[config.mk]
export PLATFORM = sky130hd
export DESIGN_NAME = aux_out_ctrl
export DESIGN_NICKNAME = d
export VERILOG_FILES = /design/src/core/pin_sync.v /design/src/core/edge_delay_timer.v /design/src/core/aux_out_ctrl.v
export VERILOG_INCLUDE_DIRS = /design/src /design/src/common
export SDC_FILE = /design/constraint.sdc
export NUM_CORES = 1
export LEC_CHECK = 0
export ABC_CLOCK_PERIOD_IN_PS = 2500
export BUFFER_PORTS_ARGS = -buffer_cell sky130_fd_sc_hd__clkbuf_2
export CAP_MARGIN = 10
export CELL_PAD_IN_SITES_DETAIL_PLACEMENT = 1
export CELL_PAD_IN_SITES_GLOBAL_PLACEMENT = 2
export CORE_ASPECT_RATIO = 1.1
export CORE_UTILIZATION = 38
export CTS_CLUSTER_DIAMETER = 60
export DETAILED_ROUTE_END_ITERATION = 6
export PLACE_DENSITY_LB_ADDON = 0.3
export RECOVER_POWER = 50
export SYNTH_ARGS = -nofsm -noshare
export SYNTH_HDL_FRONTEND = slang
export SYNTH_SLANG_ARGS = --single-unit
export TNS_END_PERCENT = 10
[constraint.sdc]
create_clock -name sys_clk -period 2.5 [get_ports sys_clk]
set_input_delay 0.375 -clock sys_clk [delete_from_list [all_inputs] [get_ports sys_clk]]
set_output_delay 0.375 -clock sys_clk [all_outputs]
set_load 0.005 [all_outputs]
[src/common/aux_out_map.vh]
// register map, field positions, reset values and timing figures of the aux output block
// Behaviour
// - aux A rise waits its startup code times step
// - aux A fall waits shutdown code; zero is immediate
// - aux B rise waits its own startup code
// - aux B fall waits its own shutdown code
// - startup range bit picks 0.5 or 1 ms
// - shutdown range bit picks 0.5 or 1 ms
// - aux A level bit sets output low/high
// - aux A gating bit ANDs level with enable
// - aux B gating bit ANDs level with enable
// - aux B level acts only in output function
// - drive-type bit: 0 push-pull, 1 open-drain (default)
// - shared pin: 0 aux B, 1 clock input
// - enable-pin pull-down bit, connected by default
// - thermal warning threshold 125 or 137 degC
// - spread spectrum bit, on by default
`ifndef AUX_OUT_MAP_VH
`define AUX_OUT_MAP_VH

// ********************************
// register offsets
// ********************************
`define AUX_ADDR_A_DELAYS 8'h10
`define AUX_ADDR_B_DELAYS 8'h11
`define AUX_ADDR_CONTROL 8'h12
`define AUX_ADDR_CONFIG 8'h13

// ********************************
// reset values
// ********************************
`define AUX_RST_A_DELAYS 8'h00
`define AUX_RST_B_DELAYS 8'h00
`define AUX_RST_CONTROL 8'h44
`define AUX_RST_CONFIG 8'h1F

// ********************************
// delay register fields
// ********************************
`define AUX_DLY_RISE_LSB 0
`define AUX_DLY_FALL_LSB 4

// ********************************
// control register fields
// ********************************
`define AUX_CTL_A_LEVEL 0
`define AUX_CTL_A_GATING 1
`define AUX_CTL_A_DRIVE 2
`define AUX_CTL_B_LEVEL 4
`define AUX_CTL_B_GATING 5
`define AUX_CTL_B_DRIVE 6
`define AUX_CTL_WRITE_MASK 8'h77

// ********************************
// configuration register fields
// ********************************
`define AUX_CFG_SPREAD 0
`define AUX_CFG_THERMAL 1
`define AUX_CFG_ENABLE_PIN_PULLDOWN 2
`define AUX_CFG_SHARED_PD 3
`define AUX_CFG_SHARED_FN 4
`define AUX_CFG_FALL_RANGE 5
`define AUX_CFG_RISE_RANGE 6

// ********************************
// timing
// ********************************
`define AUX_CLK_MHZ 100
`define AUX_HALF_STEP_US 500
`define AUX_HALF_STEP_CYCLES (`AUX_HALF_STEP_US * `AUX_CLK_MHZ)

`endif

[src/core/pin_sync.v]
// two-flop synchroniser for the asynchronous enable pin
`timescale 1ns/1ps

module pin_sync
(
    // clock and reset
    input wire sys_clk,
    input wire rst,
    // pin side
    input wire pin_raw,
    // logic side
    output reg pin_sync_q
);

    reg meta_q;

    always @(posedge sys_clk)
    begin
        if (rst)
        begin
            meta_q <= 1'b0;
            pin_sync_q <= 1'b0;
        end
        else
        begin
            meta_q <= pin_raw;
            pin_sync_q <= meta_q;
        end
    end

endmodule // pin_sync

[src/core/edge_delay_timer.v]
// one output's delayed copy of the enable level, timed in half steps
`timescale 1ns/1ps

module edge_delay_timer
#(
    parameter HALF_STEP_CYCLES = 50000,
    parameter SUB_W = 16
)
(
    // clock and reset
    input wire sys_clk,
    input wire rst,
    // enable level, already synchronised, and its previous sample
    input wire en_now,
    input wire en_prev,
    // delay codes and ranges
    input wire [3:0] rise_code,
    input wire [3:0] fall_code,
    input wire rise_long,
    input wire fall_long,
    // delayed enable level
    output reg seq_q
);

    reg [4:0] halves_q;
    reg [SUB_W-1:0] sub_q;
    reg target_q;
    reg pend_q;
    wire [3:0] code;
    wire long_range;
    wire [4:0] load_halves;
    wire sub_last;

    assign code = en_now ? rise_code : fall_code;
    assign long_range = en_now ? rise_long : fall_long;
    // long range counts each code step as two half steps
    assign load_halves = long_range ? {code, 1'b0} : {1'b0, code};
    assign sub_last = (sub_q == HALF_STEP_CYCLES[SUB_W-1:0] - {{(SUB_W-1){1'b0}}, 1'b1});

    always @(posedge sys_clk)
    begin
        if (rst)
        begin
            halves_q <= 5'h0;
            sub_q <= {SUB_W{1'b0}};
            target_q <= 1'b0;
            pend_q <= 1'b0;
            seq_q <= 1'b0;
        end
        else if (en_now != en_prev)
        begin
            // a fresh edge drops whatever was pending
            target_q <= en_now;
            sub_q <= {SUB_W{1'b0}};
            halves_q <= load_halves;
            if (load_halves == 5'h0)
            begin
                // code zero: follow the pin at once
                seq_q <= en_now;
                pend_q <= 1'b0;
            end
            else
            begin
                pend_q <= 1'b1;
            end
        end
        else if (pend_q)
        begin
            if (sub_last)
            begin
                sub_q <= {SUB_W{1'b0}};
                halves_q <= halves_q - 5'h1;
                if (halves_q == 5'h1)
                begin
                    // delay spent, take the new level
                    seq_q <= target_q;
                    pend_q <= 1'b0;
                end
            end
            else
            begin
                sub_q <= sub_q + {{(SUB_W-1){1'b0}}, 1'b1};
            end
        end
    end

endmodule // edge_delay_timer

[src/core/aux_out_ctrl.v]
// register file and pin drivers of the two sequenced auxiliary outputs
`timescale 1ns/1ps
`include "aux_out_map.vh"

module aux_out_ctrl
#(
    // cycles in one 0.5 ms step; shorten for simulation
    parameter HALF_STEP_CYCLES = `AUX_HALF_STEP_CYCLES,
    parameter SUB_W = 16
)
(
    // clock and reset
    input wire sys_clk,
    input wire rst,
    // register port
    input wire [7:0] reg_addr,
    input wire reg_wr,
    input wire [7:0] reg_wdata,
    output reg [7:0] reg_rdata,
    // enable pin
    input wire enable_pin,
    // aux output A pin
    output reg aux_out_a_o,
    output reg aux_out_a_oe,
    // shared pin: aux output B or clock input
    output reg aux_out_b_o,
    output reg aux_out_b_oe,
    // static controls to analog and clocking
    output reg shared_pin_is_clock,
    output reg shared_pin_pulldown,
    output reg enable_pin_pulldown,
    output reg thermal_warn_threshold,
    output reg spread_spectrum_on
);

    // ********************************
    // registers
    // ********************************
    reg [7:0] first_output_delays_q;
    reg [7:0] second_output_delays_q;
    reg [7:0] aux_output_control_q;
    reg [7:0] general_configuration_q;
    reg en_prev_q;
    wire en_sync;
    wire seq_a;
    wire seq_b;
    reg [7:0] rdata_d;
    reg a_val_d;
    reg b_val_d;

    // ********************************
    // register writes
    // ********************************
    always @(posedge sys_clk)
    begin
        if (rst)
        begin
            first_output_delays_q <= `AUX_RST_A_DELAYS;
            second_output_delays_q <= `AUX_RST_B_DELAYS;
            aux_output_control_q <= `AUX_RST_CONTROL;
            general_configuration_q <= `AUX_RST_CONFIG;
        end
        else if (reg_wr)
        begin
            case (reg_addr)
                `AUX_ADDR_A_DELAYS:
                begin
                    first_output_delays_q <= reg_wdata;
                end
                `AUX_ADDR_B_DELAYS:
                begin
                    second_output_delays_q <= reg_wdata;
                end
                `AUX_ADDR_CONTROL:
                begin
                    // bits 7 and 3 are read-only zero
                    aux_output_control_q <= reg_wdata & `AUX_CTL_WRITE_MASK;
                end
                `AUX_ADDR_CONFIG:
                begin
                    general_configuration_q <= reg_wdata;
                end
                default:
                begin
                    first_output_delays_q <= first_output_delays_q;
                end
            endcase
        end
    end

    // ********************************
    // register reads
    // ********************************
    always @*
    begin
        case (reg_addr)
            `AUX_ADDR_A_DELAYS: rdata_d = first_output_delays_q;
            `AUX_ADDR_B_DELAYS: rdata_d = second_output_delays_q;
            `AUX_ADDR_CONTROL: rdata_d = aux_output_control_q;
            `AUX_ADDR_CONFIG: rdata_d = general_configuration_q;
            default: rdata_d = 8'h00;
        endcase
    end

    always @(posedge sys_clk)
    begin
        if (rst)
        begin
            reg_rdata <= 8'h00;
        end
        else
        begin
            reg_rdata <= rdata_d;
        end
    end

    // ********************************
    // enable pin and delay timers
    // ********************************
    pin_sync u_en_sync
    (
        .sys_clk(sys_clk),
        .rst(rst),
        .pin_raw(enable_pin),
        .pin_sync_q(en_sync)
    );

    always @(posedge sys_clk)
    begin
        if (rst)
        begin
            en_prev_q <= 1'b0;
        end
        else
        begin
            en_prev_q <= en_sync;
        end
    end

    // one timer per output so each keeps its own codes
    edge_delay_timer
    #(
        .HALF_STEP_CYCLES(HALF_STEP_CYCLES),
        .SUB_W(SUB_W)
    )
    u_timer_a
    (
        .sys_clk(sys_clk),
        .rst(rst),
        .en_now(en_sync),
        .en_prev(en_prev_q),
        .rise_code(first_output_delays_q[`AUX_DLY_RISE_LSB +: 4]),
        .fall_code(first_output_delays_q[`AUX_DLY_FALL_LSB +: 4]),
        .rise_long(general_configuration_q[`AUX_CFG_RISE_RANGE]),
        .fall_long(general_configuration_q[`AUX_CFG_FALL_RANGE]),
        .seq_q(seq_a)
    );

    edge_delay_timer
    #(
        .HALF_STEP_CYCLES(HALF_STEP_CYCLES),
        .SUB_W(SUB_W)
    )
    u_timer_b
    (
        .sys_clk(sys_clk),
        .rst(rst),
        .en_now(en_sync),
        .en_prev(en_prev_q),
        .rise_code(second_output_delays_q[`AUX_DLY_RISE_LSB +: 4]),
        .fall_code(second_output_delays_q[`AUX_DLY_FALL_LSB +: 4]),
        .rise_long(general_configuration_q[`AUX_CFG_RISE_RANGE]),
        .fall_long(general_configuration_q[`AUX_CFG_FALL_RANGE]),
        .seq_q(seq_b)
    );

    // ********************************
    // output levels
    // ********************************
    always @*
    begin
        // level bit alone, or level AND delayed enable
        a_val_d = aux_output_control_q[`AUX_CTL_A_LEVEL] &
            (~aux_output_control_q[`AUX_CTL_A_GATING] | seq_a);
        // same for B
        b_val_d = aux_output_control_q[`AUX_CTL_B_LEVEL] &
            (~aux_output_control_q[`AUX_CTL_B_GATING] | seq_b);
    end

    // ********************************
    // pin drivers
    // ********************************
    // open drain only ever pulls low; a high comes from the external pull-up
    always @(posedge sys_clk)
    begin
        if (rst)
        begin
            aux_out_a_o <= 1'b0;
            aux_out_a_oe <= 1'b1;
            aux_out_b_o <= 1'b0;
            aux_out_b_oe <= 1'b0;
        end
        else
        begin
            if (aux_output_control_q[`AUX_CTL_A_DRIVE])
            begin
                aux_out_a_o <= 1'b0;
                aux_out_a_oe <= ~a_val_d;
            end
            else
            begin
                aux_out_a_o <= a_val_d;
                aux_out_a_oe <= 1'b1;
            end
            if (general_configuration_q[`AUX_CFG_SHARED_FN])
            begin
                // pin belongs to the clock input, never drive it
                aux_out_b_o <= 1'b0;
                aux_out_b_oe <= 1'b0;
            end
            else if (aux_output_control_q[`AUX_CTL_B_DRIVE])
            begin
                aux_out_b_o <= 1'b0;
                aux_out_b_oe <= ~b_val_d;
            end
            else
            begin
                aux_out_b_o <= b_val_d;
                aux_out_b_oe <= 1'b1;
            end
        end
    end

    // ********************************
    // static configuration outputs
    // ********************************
    // registered copies so every top output leaves a flop
    always @(posedge sys_clk)
    begin
        if (rst)
        begin
            shared_pin_is_clock <= 1'b1;
            shared_pin_pulldown <= 1'b1;
            enable_pin_pulldown <= 1'b1;
            thermal_warn_threshold <= 1'b1;
            spread_spectrum_on <= 1'b1;
        end
        else
        begin
            shared_pin_is_clock <= general_configuration_q[`AUX_CFG_SHARED_FN];
            shared_pin_pulldown <= general_configuration_q[`AUX_CFG_SHARED_PD];
            enable_pin_pulldown <= general_configuration_q[`AUX_CFG_ENABLE_PIN_PULLDOWN];
            thermal_warn_threshold <= general_configuration_q[`AUX_CFG_THERMAL];
            spread_spectrum_on <= general_configuration_q[`AUX_CFG_SPREAD];
        end
    end

endmodule // aux_out_ctrl

### Yosys cells after proc, flatten, opt, wreduce, memory -nomap -nowiden

Cells that the tools add are included.
W data, S select, Z words.

* register bits after elaboration: 97
* input bits: 20
* output and inout bits: 17

* equality and inequality tests: 11
* add/subtract/negate cells: 4
* multiplexer cells: 35
* bitwise gates (word level): 9
* reduce and logical (&&, ||, !) cells: 21

Operators by type and width (count)
* $mux W5: 8
* $add A16 B1 Y16 const B: 2
* $eq A16 B16 Y1 const B: 2
* $eq A8 B5 Y1 const B: 4
* $mux W16: 2
* $pmux W8 S4: 1
* $mux W1: 22
* $reduce_and A2 Y1: 6
* $reduce_bool A2 Y1: 6
* $eq A5 B1 Y1 const B: 2
* $logic_not A5 Y1: 2
* $sub A5 B1 Y5 const B: 2
* $mux W4: 2
* $reduce_and A4 Y1: 2
* $reduce_or A2 Y1: 4
* $not A1 Y1: 5
* $reduce_or A3 Y1: 1
* $and A1 B1 Y1: 2
* $ne A2 B1 Y1 const B: 1
* $ne A2 B2 Y1 const B: 1
* $or A1 B1 Y1: 2
* $ne A1 B1 Y1: 1

### Longest topological paths before layout

* depth after elaboration: 5
* depth in mapped cells: 7
* mapped depth without buffers: 7

### Cells and area by module

A second synthesis with hierarchy kept.

* cell total of the unflattened synthesis: 493
* area total of the unflattened synthesis: 4601.9 um^2

Modules (own cells, without submodules)
* edge_delay_timer: sequential area each 480.5 um^2, cells each 158, instances 2, area an instance 1311.3 um^2
* aux_out_ctrl: sequential area each 960.9 um^2, cells each 173, instances 1, area an instance 1926.8 um^2
* pin_sync: sequential area each 40.0 um^2, cells each 4, instances 1, area an instance 52.6 um^2

### Worst setup path after synthesis

No wires, ideal clock.

* kind: register to register
* start point: reg u_timer_b.sub_q[5]
* end point: reg u_timer_b.halves_q[4]
* data required time: 2.397 ns
* stages on the path, launching flop included: 6
* slack: 0.568 ns
* data arrival time: 1.829 ns
* cells stage by stage: dfxtp_1 or4b_4 nor4_4 nand3_2 xor2_1 a2111oi_2

* longest elaborated chain between the ends: 3

Ends and longest elaborated chain
* from (decl): RTL line edge_delay_timer.v:26 `reg [SUB_W-1:0] sub_q;`
* from (signal assigned): RTL line edge_delay_timer.v:45 `sub_q <= {SUB_W{1'b0}};`
* from (signal assigned): RTL line edge_delay_timer.v:54 `sub_q <= {SUB_W{1'b0}};`
* from (signal assigned): RTL line edge_delay_timer.v:71 `sub_q <= {SUB_W{1'b0}};`
* $eq A16 B16 Y1: RTL line edge_delay_timer.v:38 `assign sub_last = (sub_q == HALF_STEP_CYCLES[SUB_W-1:0] - {{(SUB_W-1){1'b0}}, 1'b1});`
* $reduce_bool A2 Y1 (no source line)
* $reduce_and A2 Y1 (no source line)
* to (signal assigned): RTL line edge_delay_timer.v:55 `halves_q <= load_halves;`
* to (signal assigned): RTL line edge_delay_timer.v:72 `halves_q <= halves_q - 5'h1;`
* to (decl): RTL line edge_delay_timer.v:25 `reg [4:0] halves_q;`

Every way passes these cells.
A chain may end at the register's enable or synchronous reset.

### Worst setup path after layout

Ends and elaborated chain as after synthesis.

==> impl_metrics.env <==
export IMPL_synth_compound_area_share_pct=6.77
export IMPL_crit_path_start_kind="register"
export IMPL_final_common_cell="dfxtp_1"
export IMPL_cts_sinks=97
export IMPL_cp_slowest_cell="or4b_4"
export IMPL_remaining_drc_errors=0
export IMPL_syn_area_mm2=0.00443
export IMPL_synthArstFlopShare_pct=0
export IMPL_muxShareOfSynthArea_pct=12.4
export IMPL_maxCapViolCount=0
export IMPL_antenna_found_initial=0
export IMPL_holdBufCountCts=0
export IMPL_drtAntennaViolNets=0
export IMPL_worst_pin_slew_ns=1.24
export IMPL_antennaDiodeCount=0
export IMPL_clockRootBuffer="clkbuf_16"
export IMPL_seq_area_frac_synth_pct=43.8
export IMPL_synth_warnings=0
export IMPL_rsz0062_at_grt="false"
export IMPL_wirelength_mm=10.3
export IMPL_gp_congestion=0.784
export IMPL_cts_tree="built"
export IMPL_ctsLongestPathBuffers=2
export IMPL_whs_ns=0.245
export IMPL_rows=41
export IMPL_pin_count=37
export IMPL_synth_edff_count=0
export IMPL_grt_use_total_pct=18.3
export IMPL_insertion_delay_ns=0.35
export IMPL_synth_xor_area_share_pct=7.51
export IMPL_status="finished, final reports clean"
export IMPL_crit_buf_inv=0
export IMPL_h_tree_depth=3
export IMPL_numCtsBuffers=9
export IMPL_slew_headroom_pct=17.2
export IMPL_synthSimpleGateAreaFrac_pct=24.8
export IMPL_hold_class="primary input to register"
export IMPL_die_h_um=115
export IMPL_syn_area_per_cell_um2=9.45
export IMPL_layout_common_cells="dfxtp_1 (97), nor2_1 (86), mux2i_1 (36)"
export IMPL_synth_distinct_cells=50
export IMPL_crit_arrival_ns=2.29
export IMPL_vias=3422
export IMPL_hpwl_mm=7.45
export IMPL_initialDrtViolationCount=102
export IMPL_io_buffer_count=36
export IMPL_clk_transition_reported_paths_ns=0.07
export IMPL_start_util_pct=38.8
export IMPL_synth_fp_nets=495
export IMPL_drive_gt1_share_pct=14.0
export IMPL_die_width_um=105
export IMPL_cts_setup_buffers=0
export IMPL_fin_setup_tns_ns=0
export IMPL_cts_repair_resized=0
export IMPL_p_leak_nw=1.93
export IMPL_finalHoldViolCount=0
export IMPL_power_density_mw_per_mm2=624
export IMPL_core_area_mm2=0.0114
export IMPL_via_per_inst=5.20
export IMPL_synthAdderAreaFrac_pct=1.69
export IMPL_grt_pass1_wl_mm=17.3
export IMPL_grt_pass1_vias=3373
export IMPL_gr_total_overflow=0
export IMPL_ir_drop_mv=0.316
export IMPL_num_nets_final=530
export IMPL_period_share_pct=81.8
export IMPL_synth_flop_cell="dfxtp_1"
export IMPL_worstPathRequired_ns=2.75
export IMPL_dieArea_mm2=0.0121
export IMPL_critPathTopFamily="simple AND/OR/NAND/NOR gates"
export IMPL_fin_crit_ns=2.05
export IMPL_avgRoutedWirePerCell_um=15.7
export IMPL_max_freq_mhz=489
export IMPL_critPathCaptureType="register"
export IMPL_cp_cell_sequence="or4b_4 -> nor4_4 -> nand3_2 -> xor2_1 -> a2111oi_2"
export IMPL_setup_violations=0
export IMPL_grt_max_degree=29
export IMPL_slew_viol_final=0
export IMPL_firstDrtPassIters=4
export IMPL_areaGrowthSynthToFinish_pct=14.3
export IMPL_crit_type="register to register"
export IMPL_fin_skew_ns=0.00906
export IMPL_worst_path_max_fanout=6
export IMPL_synth_top_family_by_area="simple AND/OR/NAND/NOR gates"
export IMPL_cpPeakStageDelay_ns=0.55
export IMPL_syn_inst=469
export IMPL_synth_seq_cells=97
cell families (layout without fill, tap and decap cells):
group,after synthesis,after routing
AO/OA/AOI/OAI,43,43
AND/OR/NAND/NOR,205,205
multiplexers,46,46
buffers and inverters,34,73
flip-flops,97,97
XOR/XNOR,38,38
adder cells (fa/ha/maj),6,6
sequential cells by signal (all words and copies together), names as in the netlist, 5 cells and up:
signal                   flops
u_timer_b.sub_q             16
u_timer_b.halves_q           5
u_timer_a.sub_q             16
reg_rdata                    8
second_output_delays_q       8
u_timer_a.halves_q           5
general_configuration_q      8
first_output_delays_q        8
aux_output_control_q         6
where the power goes:
group	leakage [nW]	switching [W]	internal (W)
logic	0.995	0.0000947	0.0000647
clock network	0.149	0.000621	0.000807
registers	0.784	0.0000152	0.00156
total	1.93	0.000730	0.00243
metrics by stage:
step	std cells	instance area [µm²]	power, W	utilization (%)	worst slack (ns)
finish	658	5070	0.00316	44.3	0.454
global route	658	5070	0.00329	44.3	0.266
CTS	658	5090	0.00322	44.5	0.403
detailed placement	643	4790	0.00178	41.9	0.377
global placement	643	4790	0.00177	41.9	0.433
floorplan	469	4430	0.00172	-	0.568
layer usage:
| metal | share of wire (%) | GRT usage, % | routed length, µm |
|---|---|---|---|
| met1 | 50 | 24.7 | 5210 |
| met3 | 2.5 | 4.02 | 253 |
| met2 | 46 | 29.0 | 4700 |
| met4 | 1.5 | 6.48 | 156 |
| met5 | 0 | 0 | 0 |
cells in the mapped netlist (2+ instances only):
master | instances | area, µm²
nand3b_1 | 2 | 15.0
a21oi_1 | 14 | 70.1
mux2i_1 | 36 | 360
nor3b_1 | 2 | 15.0
nand2b_1 | 6 | 37.5
nor2_1 | 86 | 323
nand4_1 | 9 | 56.3
clkbuf_1 | 17 | 63.8
a31oi_1 | 3 | 18.8
a211oi_1 | 12 | 90.1
dfxtp_1 | 97 | 1940
mux4_2 | 7 | 158
a211o_1 | 7 | 61.3
and3_1 | 4 | 25.0
inv_1 | 12 | 45.0
or2_2 | 5 | 31.3
nand3_1 | 14 | 70.1
o22ai_1 | 2 | 12.5
buf_2 | 3 | 15.0
nor3_1 | 13 | 65.1
nand2_1 | 23 | 86.3
or3b_1 | 2 | 17.5
nand4bb_1 | 2 | 22.5
nor4b_1 | 3 | 26.3
and3_2 | 2 | 15.0
buf_1 | 2 | 7.51
nor2b_1 | 14 | 87.6
xnor2_1 | 11 | 96.3
o211ai_1 | 2 | 15.0
mux2_2 | 3 | 33.8
xor2_1 | 27 | 236
ha_1 | 6 | 75.1
nand4b_1 | 2 | 17.5
and4_1 | 3 | 26.3
final cells by class:
type                    instances  area, µm²
clock inverters                 5       65.1
multi-input cells             338       2360
inverters                      12       45.0
fillers                      1348       6370
clock buffers                  10        239
flip-flops and latches         97       1940
repair buffers                 46        228
well taps                     150        188
worst paths after layout:
| kind | start | end | slack (ns) | depth (start not counted) |
|---|---|---|---|---|
| min | enable_pin | u_en_sync.meta_q | 0.24 | 2 |
| max | u_timer_b.sub_q[5] | u_timer_b.halves_q[4] | 0.45 | 5 |
| max reg2reg | u_timer_b.sub_q[5] | u_timer_b.halves_q[4] | 0.45 | 5 |
| min reg2reg | u_en_sync.meta_q | u_en_sync.pin_sync_q | 0.45 | 1 |
No activity file was read; power rests on OpenSTA's default activity.
